$ cat src/rtl/dummy_placeholder_none.sv
/*
 * Intentionally empty compilation unit.
 * Assumes nothing.
 */

$ cat src/rtl/rslbm_pkg.sv
/*
 * Shared constants and types for the receive status, loop-back and bit monitor block.
 * Assumes a byte-wide register port addressed with 16-bit addresses.
 */
package rslbm_pkg;
    // ==========================================================
    // sizes
    localparam int unsigned NUM_RX        = 8;
    localparam int unsigned NUM_TX        = 4;
    localparam int unsigned NUM_MON       = 8;
    localparam int unsigned WORD_W        = 32;
    localparam int unsigned LABEL_W       = 8;
    localparam int unsigned CNT_W         = 6;
    localparam int unsigned THR_W         = 5;
    localparam int unsigned CHAN_W        = 3;
    localparam int unsigned BSEL_W        = 5;
    localparam int unsigned ADDR_W        = 16;
    localparam int unsigned DATA_W        = 8;

    // ==========================================================
    // register addresses
    localparam logic [15:0] ADDR_FULL       = 16'h8029;
    localparam logic [15:0] ADDR_THR_FLAGS  = 16'h802a;
    localparam logic [15:0] ADDR_MON_VALUE  = 16'h805f;
    localparam logic [15:0] ADDR_MON_CFG    = 16'h8060;
    localparam logic [15:0] ADDR_MON_CFG_HI = 16'h806f;
    localparam logic [15:0] ADDR_THR_VALUE  = 16'h8070;
    localparam logic [15:0] ADDR_MASTER     = 16'h8071;
    localparam logic [15:0] ADDR_LOOPBACK   = 16'h8072;

    // ==========================================================
    // field positions and reset values
    localparam int unsigned MASTER_REV_BIT  = 0;
    localparam int unsigned CR1_CHAN_LSB    = 5;
    localparam int unsigned CR1_BSEL_LSB    = 0;
    localparam int unsigned MON_BIT_MIN     = 8;
    localparam logic [4:0]  THR_RESET       = 5'h10;
    localparam logic [4:0]  THR_NOT_EMPTY   = 5'h00;
    localparam logic [4:0]  THR_FULL_CODE   = 5'h1f;
    localparam logic [5:0]  FIFO_DEPTH      = 6'h20;
    localparam logic [5:0]  CNT_ONE         = 6'h01;
    localparam logic [7:0]  BYTE_ZERO       = 8'h00;

    // ==========================================================
    // carrier types
    typedef struct packed {
        logic                valid;
        logic [CHAN_W-1:0]   chan;
        logic [WORD_W-1:0]   data;
    } rslbm_word_t;

    typedef struct packed {
        logic                wr_en;
        logic                rd_en;
        logic [ADDR_W-1:0]   addr;
        logic [DATA_W-1:0]   wdata;
    } rslbm_reg_req_t;

    typedef struct packed {
        logic [CHAN_W-1:0]   chan;
        logic [BSEL_W-1:0]   bsel;
        logic [LABEL_W-1:0]  label;
    } rslbm_mon_cfg_t;
endpackage

$ cat src/rtl/rslbm_top.sv
/*
 * Receive status flags, loop-back routing, label bit reversal and payload bit monitor pins.
 * Assumes FIFO fill counts come from the FIFO logic, received words arrive one per cycle
 * in bus order (vector bit i = bus bit i+1), and all inputs are synchronous to clk_sys_in.
 */
// Function
// - each FIFO full flag sits at its channel bit, high when holding 32 messages
// - threshold code zero flags one or more messages, code N flags more than N
// - threshold code resets to 10000, flagging above sixteen messages
// - threshold code 11111 flags only at 32 messages, like full
// - a set loop-back bit cuts the receiver from its pins, feeding it from a transmitter
// - transmitter k feeds receivers 2k and 2k+1; select bits reset to zero
// - while looped back, traffic on the receiver's external pins is ignored
// - transmit mask input high disables the transmit output pins
// - a bus word is 8 label bits, 23 data bits, one odd parity bit
// - stored word is little-endian: label byte, bits 9-16, 17-24, 25-32
// - without reversal byte 0 holds bus bit 1 at its MSB
// - reversal flips label bits on receive and again before transmit
// - with reversal on, the flipped label drives matching and storage
// - enabled monitored receiver with target label drives the pin with chosen bit
// - monitor value register mirrors pins, resets zero, updates, accepts host preset
// - all monitor configuration bits clear at reset
// - first config register bits 7:5 choose the watched receive channel
// - bits 4:0 choose payload bit 8 to 31; 0 to 7 have no effect
// - second config register holds the eight-bit target label
// - pins 0 to 7 have identical config register pairs
module rslbm_top #(
    parameter int unsigned NUM_RX = rslbm_pkg::NUM_RX,
    parameter int unsigned NUM_TX = rslbm_pkg::NUM_TX
) (
    input  wire logic                          clk_sys_in,
    input  wire logic                          rst_n_in,
    input  wire rslbm_pkg::rslbm_reg_req_t     reg_req_in,
    output logic [rslbm_pkg::DATA_W-1:0]       reg_rdata_out,
    input  wire logic [NUM_RX*rslbm_pkg::CNT_W-1:0] fifo_count_in,
    output logic [NUM_RX-1:0]                  queue_full_flag_out,
    output logic [NUM_RX-1:0]                  queue_threshold_flag_out,
    input  wire logic [2*NUM_RX-1:0]           rx_pin_pair_in,
    input  wire logic [2*NUM_TX-1:0]           tx_line_pair_in,
    output logic [2*NUM_RX-1:0]                rx_line_pair_out,
    output logic [2*NUM_TX-1:0]                tx_pin_pair_out,
    input  wire logic                          transmit_output_mask_in,
    input  wire rslbm_pkg::rslbm_word_t        rx_word_in,
    output rslbm_pkg::rslbm_word_t             store_word_out,
    input  wire rslbm_pkg::rslbm_word_t        tx_word_in,
    output rslbm_pkg::rslbm_word_t             tx_bus_word_out,
    input  wire logic [NUM_RX-1:0]             rx_enable_in,
    output logic [rslbm_pkg::NUM_MON-1:0]      bit_monitor_pins_out,
    output logic [NUM_RX-1:0]                  receiver_loopback_select_out,
    output logic                               label_bit_reverse_out
);
    // ==========================================================
    // label byte conversion between bus order and stored order
    function automatic logic [7:0] rslbm_rev8(input logic [7:0] b);
        logic [7:0] r;
        r = 8'h00;
        for (int i = 0; i < 8; i++) begin
            r[i] = b[7-i];
        end
        return r;
    endfunction

    // bus bit 1 lands in stored MSB unless reversed
    function automatic logic [31:0] rslbm_to_store(input logic [31:0] w, input logic rev);
        logic [7:0] lbl;
        lbl = rev ? w[7:0] : rslbm_rev8(w[7:0]);
        return {w[31:8], lbl};
    endfunction

    // ==========================================================
    // control registers
    logic [rslbm_pkg::THR_W-1:0]     thr_code_r;
    logic                            rev_r;
    logic [NUM_RX-1:0]               loop_r;
    logic [rslbm_pkg::NUM_MON-1:0]   mon_val_r;
    logic [rslbm_pkg::NUM_MON-1:0]   mon_val_nxt;
    logic [rslbm_pkg::LABEL_W-1:0]   cr1_r [rslbm_pkg::NUM_MON];
    logic [rslbm_pkg::LABEL_W-1:0]   cr2_r [rslbm_pkg::NUM_MON];
    logic [NUM_RX-1:0]               full_r;
    logic [NUM_RX-1:0]               thr_r;

    logic                            wr_cfg;
    logic [3:0]                      cfg_idx;
    assign wr_cfg  = reg_req_in.wr_en && (reg_req_in.addr >= rslbm_pkg::ADDR_MON_CFG)
                     && (reg_req_in.addr <= rslbm_pkg::ADDR_MON_CFG_HI);
    assign cfg_idx = reg_req_in.addr[3:0];

    always_ff @(posedge clk_sys_in) begin
        if (!rst_n_in) begin
            thr_code_r <= rslbm_pkg::THR_RESET;
        end else if (reg_req_in.wr_en && reg_req_in.addr == rslbm_pkg::ADDR_THR_VALUE) begin
            thr_code_r <= reg_req_in.wdata[rslbm_pkg::THR_W-1:0];
        end
    end

    always_ff @(posedge clk_sys_in) begin
        if (!rst_n_in) begin
            rev_r <= 1'b0;
        end else if (reg_req_in.wr_en && reg_req_in.addr == rslbm_pkg::ADDR_MASTER) begin
            rev_r <= reg_req_in.wdata[rslbm_pkg::MASTER_REV_BIT];
        end
    end

    always_ff @(posedge clk_sys_in) begin
        if (!rst_n_in) begin
            loop_r <= '0;
        end else if (reg_req_in.wr_en && reg_req_in.addr == rslbm_pkg::ADDR_LOOPBACK) begin
            loop_r <= reg_req_in.wdata[NUM_RX-1:0];
        end
    end

    always_ff @(posedge clk_sys_in) begin
        if (!rst_n_in) begin
            for (int m = 0; m < rslbm_pkg::NUM_MON; m++) begin
                cr1_r[m] <= rslbm_pkg::BYTE_ZERO;
                cr2_r[m] <= rslbm_pkg::BYTE_ZERO;
            end
        end else if (wr_cfg) begin
            // pair per pin, cr1 at even and cr2 at odd address
            if (cfg_idx[0]) begin
                cr2_r[cfg_idx[3:1]] <= reg_req_in.wdata;
            end else begin
                cr1_r[cfg_idx[3:1]] <= reg_req_in.wdata;
            end
        end
    end

    // ==========================================================
    // fifo status flags
    always_ff @(posedge clk_sys_in) begin
        if (!rst_n_in) begin
            full_r <= '0;
            thr_r  <= '0;
        end else begin
            for (int c = 0; c < NUM_RX; c++) begin
                full_r[c] <= (fifo_count_in[c*rslbm_pkg::CNT_W +: rslbm_pkg::CNT_W]
                              >= rslbm_pkg::FIFO_DEPTH);
                if (thr_code_r == rslbm_pkg::THR_NOT_EMPTY) begin
                    thr_r[c] <= (fifo_count_in[c*rslbm_pkg::CNT_W +: rslbm_pkg::CNT_W]
                                 >= rslbm_pkg::CNT_ONE);
                end else if (thr_code_r == rslbm_pkg::THR_FULL_CODE) begin
                    thr_r[c] <= (fifo_count_in[c*rslbm_pkg::CNT_W +: rslbm_pkg::CNT_W]
                                 >= rslbm_pkg::FIFO_DEPTH);
                end else begin
                    thr_r[c] <= (fifo_count_in[c*rslbm_pkg::CNT_W +: rslbm_pkg::CNT_W]
                                 > {1'b0, thr_code_r});
                end
            end
        end
    end

    // ==========================================================
    // loop-back routing and transmit masking
    always_ff @(posedge clk_sys_in) begin
        if (!rst_n_in) begin
            rx_line_pair_out <= '0;
        end else begin
            for (int r = 0; r < NUM_RX; r++) begin
                // looped receiver fed by its transmitter
                rx_line_pair_out[2*r +: 2] <= loop_r[r] ? tx_line_pair_in[2*(r/2) +: 2]
                                                        : rx_pin_pair_in[2*r +: 2];
            end
        end
    end

    // mask forces the transmit pins to null
    always_ff @(posedge clk_sys_in) begin
        if (!rst_n_in) begin
            tx_pin_pair_out <= '0;
        end else begin
            tx_pin_pair_out <= transmit_output_mask_in ? '0 : tx_line_pair_in;
        end
    end

    // ==========================================================
    // word storage and transmit ordering
    always_ff @(posedge clk_sys_in) begin
        if (!rst_n_in) begin
            store_word_out <= '0;
        end else begin
            store_word_out.valid <= rx_word_in.valid;
            store_word_out.chan  <= rx_word_in.chan;
            store_word_out.data  <= rslbm_to_store(rx_word_in.data, rev_r);
        end
    end

    always_ff @(posedge clk_sys_in) begin
        if (!rst_n_in) begin
            tx_bus_word_out <= '0;
        end else begin
            tx_bus_word_out.valid <= tx_word_in.valid;
            tx_bus_word_out.chan  <= tx_word_in.chan;
            // label, 23 data bits and parity in bus order
            tx_bus_word_out.data  <= rslbm_to_store(tx_word_in.data, rev_r);
        end
    end

    // ==========================================================
    // bit monitor pins
    logic [rslbm_pkg::WORD_W-1:0]  rx_store;
    logic [rslbm_pkg::LABEL_W-1:0] rx_label;
    assign rx_store = rslbm_to_store(rx_word_in.data, rev_r);
    assign rx_label = rx_store[rslbm_pkg::LABEL_W-1:0];

    always_comb begin
        mon_val_nxt = mon_val_r;
        // host preset, hardware update wins below
        if (reg_req_in.wr_en && reg_req_in.addr == rslbm_pkg::ADDR_MON_VALUE) begin
            mon_val_nxt = reg_req_in.wdata;
        end
        for (int m = 0; m < rslbm_pkg::NUM_MON; m++) begin
            // non-matching words leave the pin alone
            if (rx_word_in.valid
                && rx_enable_in[rx_word_in.chan]
                && rx_word_in.chan == cr1_r[m][rslbm_pkg::CR1_CHAN_LSB +: rslbm_pkg::CHAN_W]
                && rx_label == cr2_r[m]
                && cr1_r[m][rslbm_pkg::CR1_BSEL_LSB +: rslbm_pkg::BSEL_W]
                   >= rslbm_pkg::BSEL_W'(rslbm_pkg::MON_BIT_MIN)) begin
                mon_val_nxt[m] = rx_word_in.data[
                    cr1_r[m][rslbm_pkg::CR1_BSEL_LSB +: rslbm_pkg::BSEL_W]];
            end
        end
    end

    always_ff @(posedge clk_sys_in) begin
        if (!rst_n_in) begin
            mon_val_r <= '0;
        end else begin
            mon_val_r <= mon_val_nxt;
        end
    end

    always_ff @(posedge clk_sys_in) begin
        if (!rst_n_in) begin
            bit_monitor_pins_out <= '0;
        end else begin
            bit_monitor_pins_out <= mon_val_nxt;
        end
    end

    // ==========================================================
    // status outputs and register read-back
    always_ff @(posedge clk_sys_in) begin
        if (!rst_n_in) begin
            queue_full_flag_out          <= '0;
            queue_threshold_flag_out     <= '0;
            receiver_loopback_select_out <= '0;
            label_bit_reverse_out        <= 1'b0;
        end else begin
            queue_full_flag_out          <= full_r;
            queue_threshold_flag_out     <= thr_r;
            receiver_loopback_select_out <= loop_r;
            label_bit_reverse_out        <= rev_r;
        end
    end

    always_ff @(posedge clk_sys_in) begin
        if (!rst_n_in) begin
            reg_rdata_out <= rslbm_pkg::BYTE_ZERO;
        end else if (reg_req_in.rd_en) begin
            if (reg_req_in.addr >= rslbm_pkg::ADDR_MON_CFG
                && reg_req_in.addr <= rslbm_pkg::ADDR_MON_CFG_HI) begin
                reg_rdata_out <= cfg_idx[0] ? cr2_r[cfg_idx[3:1]] : cr1_r[cfg_idx[3:1]];
            end else begin
                unique case (reg_req_in.addr)
                    rslbm_pkg::ADDR_FULL:      reg_rdata_out <= full_r;
                    rslbm_pkg::ADDR_THR_FLAGS: reg_rdata_out <= thr_r;
                    rslbm_pkg::ADDR_MON_VALUE: reg_rdata_out <= mon_val_r;
                    rslbm_pkg::ADDR_THR_VALUE: reg_rdata_out <= {3'h0, thr_code_r};
                    rslbm_pkg::ADDR_MASTER:    reg_rdata_out <= {7'h00, rev_r};
                    rslbm_pkg::ADDR_LOOPBACK:  reg_rdata_out <= loop_r;
                    default:                   reg_rdata_out <= rslbm_pkg::BYTE_ZERO;
                endcase
            end
        end
    end
endmodule

$ cat config.mk
export PLATFORM = sky130hd
export DESIGN_NAME = rslbm_top
export DESIGN_NICKNAME = d
export VERILOG_FILES = /design/src/rtl/dummy_placeholder_none.sv /design/src/rtl/rslbm_pkg.sv /design/src/rtl/rslbm_top.sv
export SDC_FILE = /design/constraint.sdc
export NUM_CORES = 1
export LEC_CHECK = 0
export BUFFER_PORTS_ARGS = -buffer_cell sky130_fd_sc_hd__buf_2
export CAP_MARGIN = 20
export CORE_MARGIN = 10
export CORE_UTILIZATION = 35
export CTS_CLUSTER_DIAMETER = 100
export CTS_CLUSTER_SIZE = 8
export DETAILED_ROUTE_END_ITERATION = 8
export GPL_ROUTABILITY_DRIVEN = 0
export SYNTH_ARGS = -nofsm -noshare
export SYNTH_HDL_FRONTEND = slang
export SYNTH_SLANG_ARGS = --single-unit
$ cat constraint.sdc
create_clock -name clk_sys_in -period 3 [get_ports clk_sys_in]
set_input_delay 0.45 -clock clk_sys_in [delete_from_list [all_inputs] [get_ports clk_sys_in]]
set_output_delay 0.45 -clock clk_sys_in [all_outputs]
set_load 0.01 [all_outputs]
After elaboration in Yosys (flattened, before gate mapping)
Memory sizes are Yosys's and may differ from the RTL's.
Cells that the tools add are included.
W data, S select, Z words.
- register bits: 167
- RAM bits: 128
- word-level logic and storage cells: 210
- memories kept: 2
- memory list (memory ; depth ; bits a word ; read ports ; clocked after memory_dff ; wr ports ; RTL line ; source):
    cr1_r ; 8 ; 8 ; 9 ; 0 ; 8 ; rslbm_top.sv:77 ; logic [rslbm_pkg::LABEL_W-1:0] cr1_r [rslbm_pkg::NUM_MON];
    cr2_r ; 8 ; 8 ; 9 ; 0 ; 8 ; rslbm_top.sv:78 ; logic [rslbm_pkg::LABEL_W-1:0] cr2_r [rslbm_pkg::NUM_MON];
- magnitude comparators: 43
- eq/ne operators: 23
- multiplexer cells: 71
- bitwise gates (word level): 1
- reduce and logical (&&, ||, !) cells: 44
- operator list (kind ; count):
    $eq A16 B16 Y1 const B ; 6
    $eq A8 B8 Y1 ; 8
    $mux W8 ; 7
    $ge A6 B1 Y1 const B ; 8
    $ge A6 B6 Y1 const B ; 8
    $gt A6 B5 Y1 ; 8
    $lt A5 B6 Y1 const B ; 8
    $pmux W8 S6 ; 1
    $mux W1 ; 44
    $bmux W1 S5 ; 8
    $ge A5 B4 Y1 const B ; 8
    $logic_and A1 B1 Y1 ; 32
    $eq A3 B3 Y1 ; 8
    $ge A16 B16 Y1 const B ; 1
    $le A16 B16 Y1 const B ; 1
    $mux W2 ; 8
    $reduce_bool A2 Y1 ; 8
    $reduce_or A8 Y1 ; 2
    $mux W3 ; 2
    $eq A5 B5 Y1 const B ; 1
    $logic_not A5 Y1 ; 1
    $lt A3 B4 Y1 const B ; 1
    $bmux W1 S3 ; 1
    $reduce_or A2 Y1 ; 1
    $not A1 Y1 ; 1

Longest topological paths before layout
- word-level depth: 8
- depth in mapped cells: 10

Least setup slack after synthesis
No wires, ideal clock.
- path type: in2reg
- start point: in reg_req_in[19] in the netlist's numbering
- end point: mem cr2_r[5][0] in the netlist's numbering (enable)
- arrival time: 2.799 ns
- data required time: 2.616 ns
- path slack: -0.183 ns
- stages on the path: 6
- buffers on the path: 1
- cells stage by stage: or4_1 -> or3_1 -> buf_2 -> nor3_4 -> nand4_4 -> o21ai_0
- RTL lines (element ; RTL line ; source):
    start: declaration ; rslbm_top.sv:33 ; input wire rslbm_pkg::rslbm_reg_req_t reg_req_in,
    end: declaration ; rslbm_top.sv:78 ;

Worst setup path after layout
- start point: reg rev_r
- end point: reg bit_monitor_pins_out[2] in the netlist's numbering
- word-level cells in the longest chain between the ends: 5
- elaborated cells on any way between the ends: 6
- ends and longest elaborated chain (element ; RTL line ; source):
    start: declaration ; rslbm_top.sv:73 ; logic rev_r;
    start signal: assignment ; rslbm_top.sv:100 ; rev_r <= reg_req_in.wdata[rslbm_pkg::MASTER_REV_BIT];
    $mux W8 * ; rslbm_top.sv:66 ; lbl = rev ? w[7:0] : rslbm_rev8(w[7:0]);
    $eq A8 B8 Y1 * ; rslbm_top.sv:216 ; && rx_label == cr2_r[m]
    $logic_and A1 B1 Y1 * ; rslbm_top.sv:216 ;
    $logic_and A1 B1 Y1 * ; rslbm_top.sv:217 ; && cr1_r[m][rslbm_pkg::CR1_BSEL_LSB +: rslbm_pkg::BSEL_W]
    $mux W1 or $reduce_bool A2 Y1 (tied branches) ; -- ;
    end signal: assignment ; rslbm_top.sv:237 ; bit_monitor_pins_out <= mon_val_nxt;
    end: declaration ; rslbm_top.sv:48 ; output logic [rslbm_pkg::NUM_MON-1:0] bit_monitor_pins_out,
Mark *: on every way between the ends. The rest lies on a longest branch, timed or not.
A chain may end at the register's enable or synchronous reset.

==> reports/results.tsv <==
stage	metric	value	unit
synth	Cell variety after synth	69	
detailed_routing	Antenna Nets Post-Route	0	
placed_design	# port buffers	317	
sta	worst hold margin	0.0823	ns
sta	final hold violations	0	
global_route	number of global-route vias before repair	13400	
clock_tree	CTS tree	done	
worst_setup_path	CP Max Fanout	24	
placed_design	Post-Place Setup Slack	0.0354	ns
synth	Synth Instances	1485	
synth	Cell Area, Synth	16300	um2
power_and_ir_drop	VDD IR max	0.416	mV
clock_tree	Root Driver	clkbuf_16	
synth	biggest area consumer among synthesized cells	edfxtp_1	
detailed_routing	DRC errors left	0	
layout	area delta synth->final	22.9	%
sta	Final setup viols	0	
detailed_routing	1st-iter DRT viols	1118	
worst_setup_path	Critical Path End Type	flop	
worst_setup_path	required time of the critical path	3.50	ns
synth	Synth Register Bits	295	
layout	share of cells above drive strength 1	28.6	%
global_route	met1 Use GR	24.6	%
clock_tree	Num CTS Buffers	43	
synth	Primary FF master, synth	dfxtp_1	
synth	top cell type's share of synthesized area	23.6	%
worst_setup_path	Startpoint Class	flop	
layout	post-layout util	43.8	%
floorplan	I/O pins	318	
flow_run	max-capacitance violation count	0	
global_route	GRT met2 Usage	33.0	%
power_and_ir_drop	total power draw	10.3	mW
floorplan	row cnt	78	
synth	post-synthesis sequential area ratio	44.2	%
clock_tree	sink count of the clock tree	295	
sta	fmax	367	MHz
power_and_ir_drop	Pleak	8.00	nW
clock_tree	Hold-fix buffers, CTS	0	
detailed_routing	Vias	13400	
sta	final cycle utilization of the critical path	90.9	%
clock_tree	Clk Latency, worst-skew pair	0.57	ns
synth	fraction of registers with async set/reset	0	%
clock_tree	CTS H-Tree Depth	2	
placed_design	Detailed Place HPWL	43.1	mm
clock_tree	Resized Gates After CTS	0	
clock_tree	Max Buffers Root-to-Sink	3	
global_route	total gr overflow	0	
global_route	Tot GR Track Use	19.8	%
run_status	status	complete, no violations	
floorplan	core area	45700	um2
sta	Pins Over Slew Limit	0	
layout	layout net count	2037	
layout	filler instances	4435	
synth	Avg Inst Size Synth	11.0	um2
synth	total number of yosys warnings	0	
clock_tree	postcts setup bufs	0	
floorplan	Die Ht	236	um
detailed_routing	First-pass DRT Iterations	5	
sta	Slew HR	53.0	%
detailed_routing	routed len/inst	23.4	um
floorplan	Initial Util	35.6	%
worst_setup_path	crit path DAT	3.23	ns
global_route	initial antenna violation count	7	
layout	most frequent cells in the layout	316 x buf_2, 232 x and2_1, 166 x dfxtp_1	
sta	PnR worst setup slack	0.274	ns
synth	Synthesized Nets	1706	
sta	min cycle time layout	2.73	ns
sta	RSZ-0062 raised after global routing	false	
sta	Worst Clk Skew	0.0148	ns
layout	commonest non-fill, non-tap cell in the layout	buf_2	
global_route	pin count of the biggest net entering global routing	83	
worst_setup_path	WS Path Type	flop to flop	
clock_tree	Reg clk slew, reported paths	0.05	ns
detailed_routing	average via count per standard cell	5.48	
floorplan	Die Area	55500	um2
floorplan	DIE WIDTH	236	um
synth	top cells by area, synth	edfxtp_1 24%, dfxtp_1 21%, and2_1 8.9%	
synth	EDFF count, synth	128	
global_route	first-pass GRT wire length	84.9	mm
global_route	global routing met3 resource utilization	4.56	%
detailed_routing	Post-Route WL	57.3	mm
global_route	GRT Max-Usage Layer	met2	
sta	Worst Max-Slew Pin Slew	0.699	ns
power_and_ir_drop	PwrDens	518	nW/um2
min_path	worst min path class	input port to flop	
==> where the power goes <==
part           total (mW)  internal (mW)  switching, mW  leakage (nW)
clock network        4.51           2.65           1.85         0.587
logic                1.28          0.590          0.690          4.81
registers            4.56           4.38          0.180          2.60
total                10.3           7.62           2.72          8.00
==> logic make-up after synthesis <==
kind of cell | count (synthesis) | share of synthesized area [%]
buf+inv | 137 | 3.24
xor+xnor | 62 | 3.34
compound gates | 238 | 10.1
mux | 169 | 14.5
fa+ha+maj | 40 | 3.08
simple gates | 544 | 21.6
flops | 295 | 44.2
==> critical path, cell delays in order (launching register included) <==
cell and delay, ns:
dfxtp_2 0.70, mux2i_1 0.36, buf_12 0.18, xnor2_1 0.07
nor4_1 0.46, nand4_1 0.33, or3_1 0.38, a21oi_1 0.15
==> synth_stat cells, types with 13 or more instances <==
| master | number |
|---|---|
| mux4_2 | 52 |
| o21ai_0 | 54 |
| nor2_1 | 30 |
| a21oi_1 | 28 |
| ha_1 | 40 |
| nor2b_1 | 67 |
| o211ai_1 | 17 |
| nand3_1 | 21 |
| o21a_1 | 17 |
| dfxtp_1 | 167 |
| nand2_1 | 37 |
| edfxtp_1 | 128 |
| mux2i_1 | 105 |
| xnor2_1 | 32 |
| nor3_1 | 13 |
| nor4bb_1 | 40 |
| and2_1 | 232 |
| xor2_1 | 30 |
| a221oi_1 | 16 |
| inv_1 | 39 |
| a31oi_1 | 30 |
| clkbuf_1 | 78 |
| nor4_1 | 29 |
==> path summary, 6_finish.rpt <==
path / from / endpoint / slack (ns) / depth (start not counted)
worst max-delay path: rev_r / bit_monitor_pins_out[2] / 0.27 / 7
worst max register to register: rev_r / bit_monitor_pins_out[2] / 0.27 / 7
worst min register to register: thr_r[5] / queue_threshold_flag_out[5] / 0.47 / 1
worst min-delay path: tx_word_in[34] / tx_bus_word_out[34] / 0.08 / 2
==> per-layer routing <==
layer	wire, um	share of wire (%)
met5	57	0.10
met4	1530	2.7
met3	5080	8.9
met2	27800	49
met1	22800	40
==> layout make-up <==
cell class	count	area, um2	area share [%]
Timing Repair Buffer	384	2130	10.7
Clock inverter	5	60.1	0.301
Antenna cell	3	7.51	0.0376
Sequential cell	295	7190	36.0
Clock buffer	64	1150	5.78
Inverter	39	146	0.732
Multi-Input combinational cell	1053	8550	42.8
Tap cell	600	751	3.76
==> metrics by stage <==
step | cells | TNS, ns | instance area (um2)
6_report | 2443 | 0 | 20000
5_1_grt | 2441 | 0 | 20000
4_1_cts | 2440 | 0 | 20000
3_5_place_dp | 2371 | 0 | 18800
3_3_place_gp | 2371 | 0 | 18800
2_1_floorplan | 1485 | -8.32 | 16300
==> registers in the layout (all words and copies together) (netlist names) <==
register                      count
rev_r                             1
tx_pin_pair_out                   8
receiver_loopback_select_out      8
thr_r                             8
thr_code_r                        5
queue_threshold_flag_out          8
label_bit_reverse_out             1
cr1_r                            64
rx_line_pair_out                 16
cr2_r                            64
loop_r                            8
full_r                            8
tx_bus_word_out                  36
queue_full_flag_out               8
store_word_out                   36
bit_monitor_pins_out              8
reg_rdata_out                     8
Note: power is estimated with default switching activity, not from simulation.
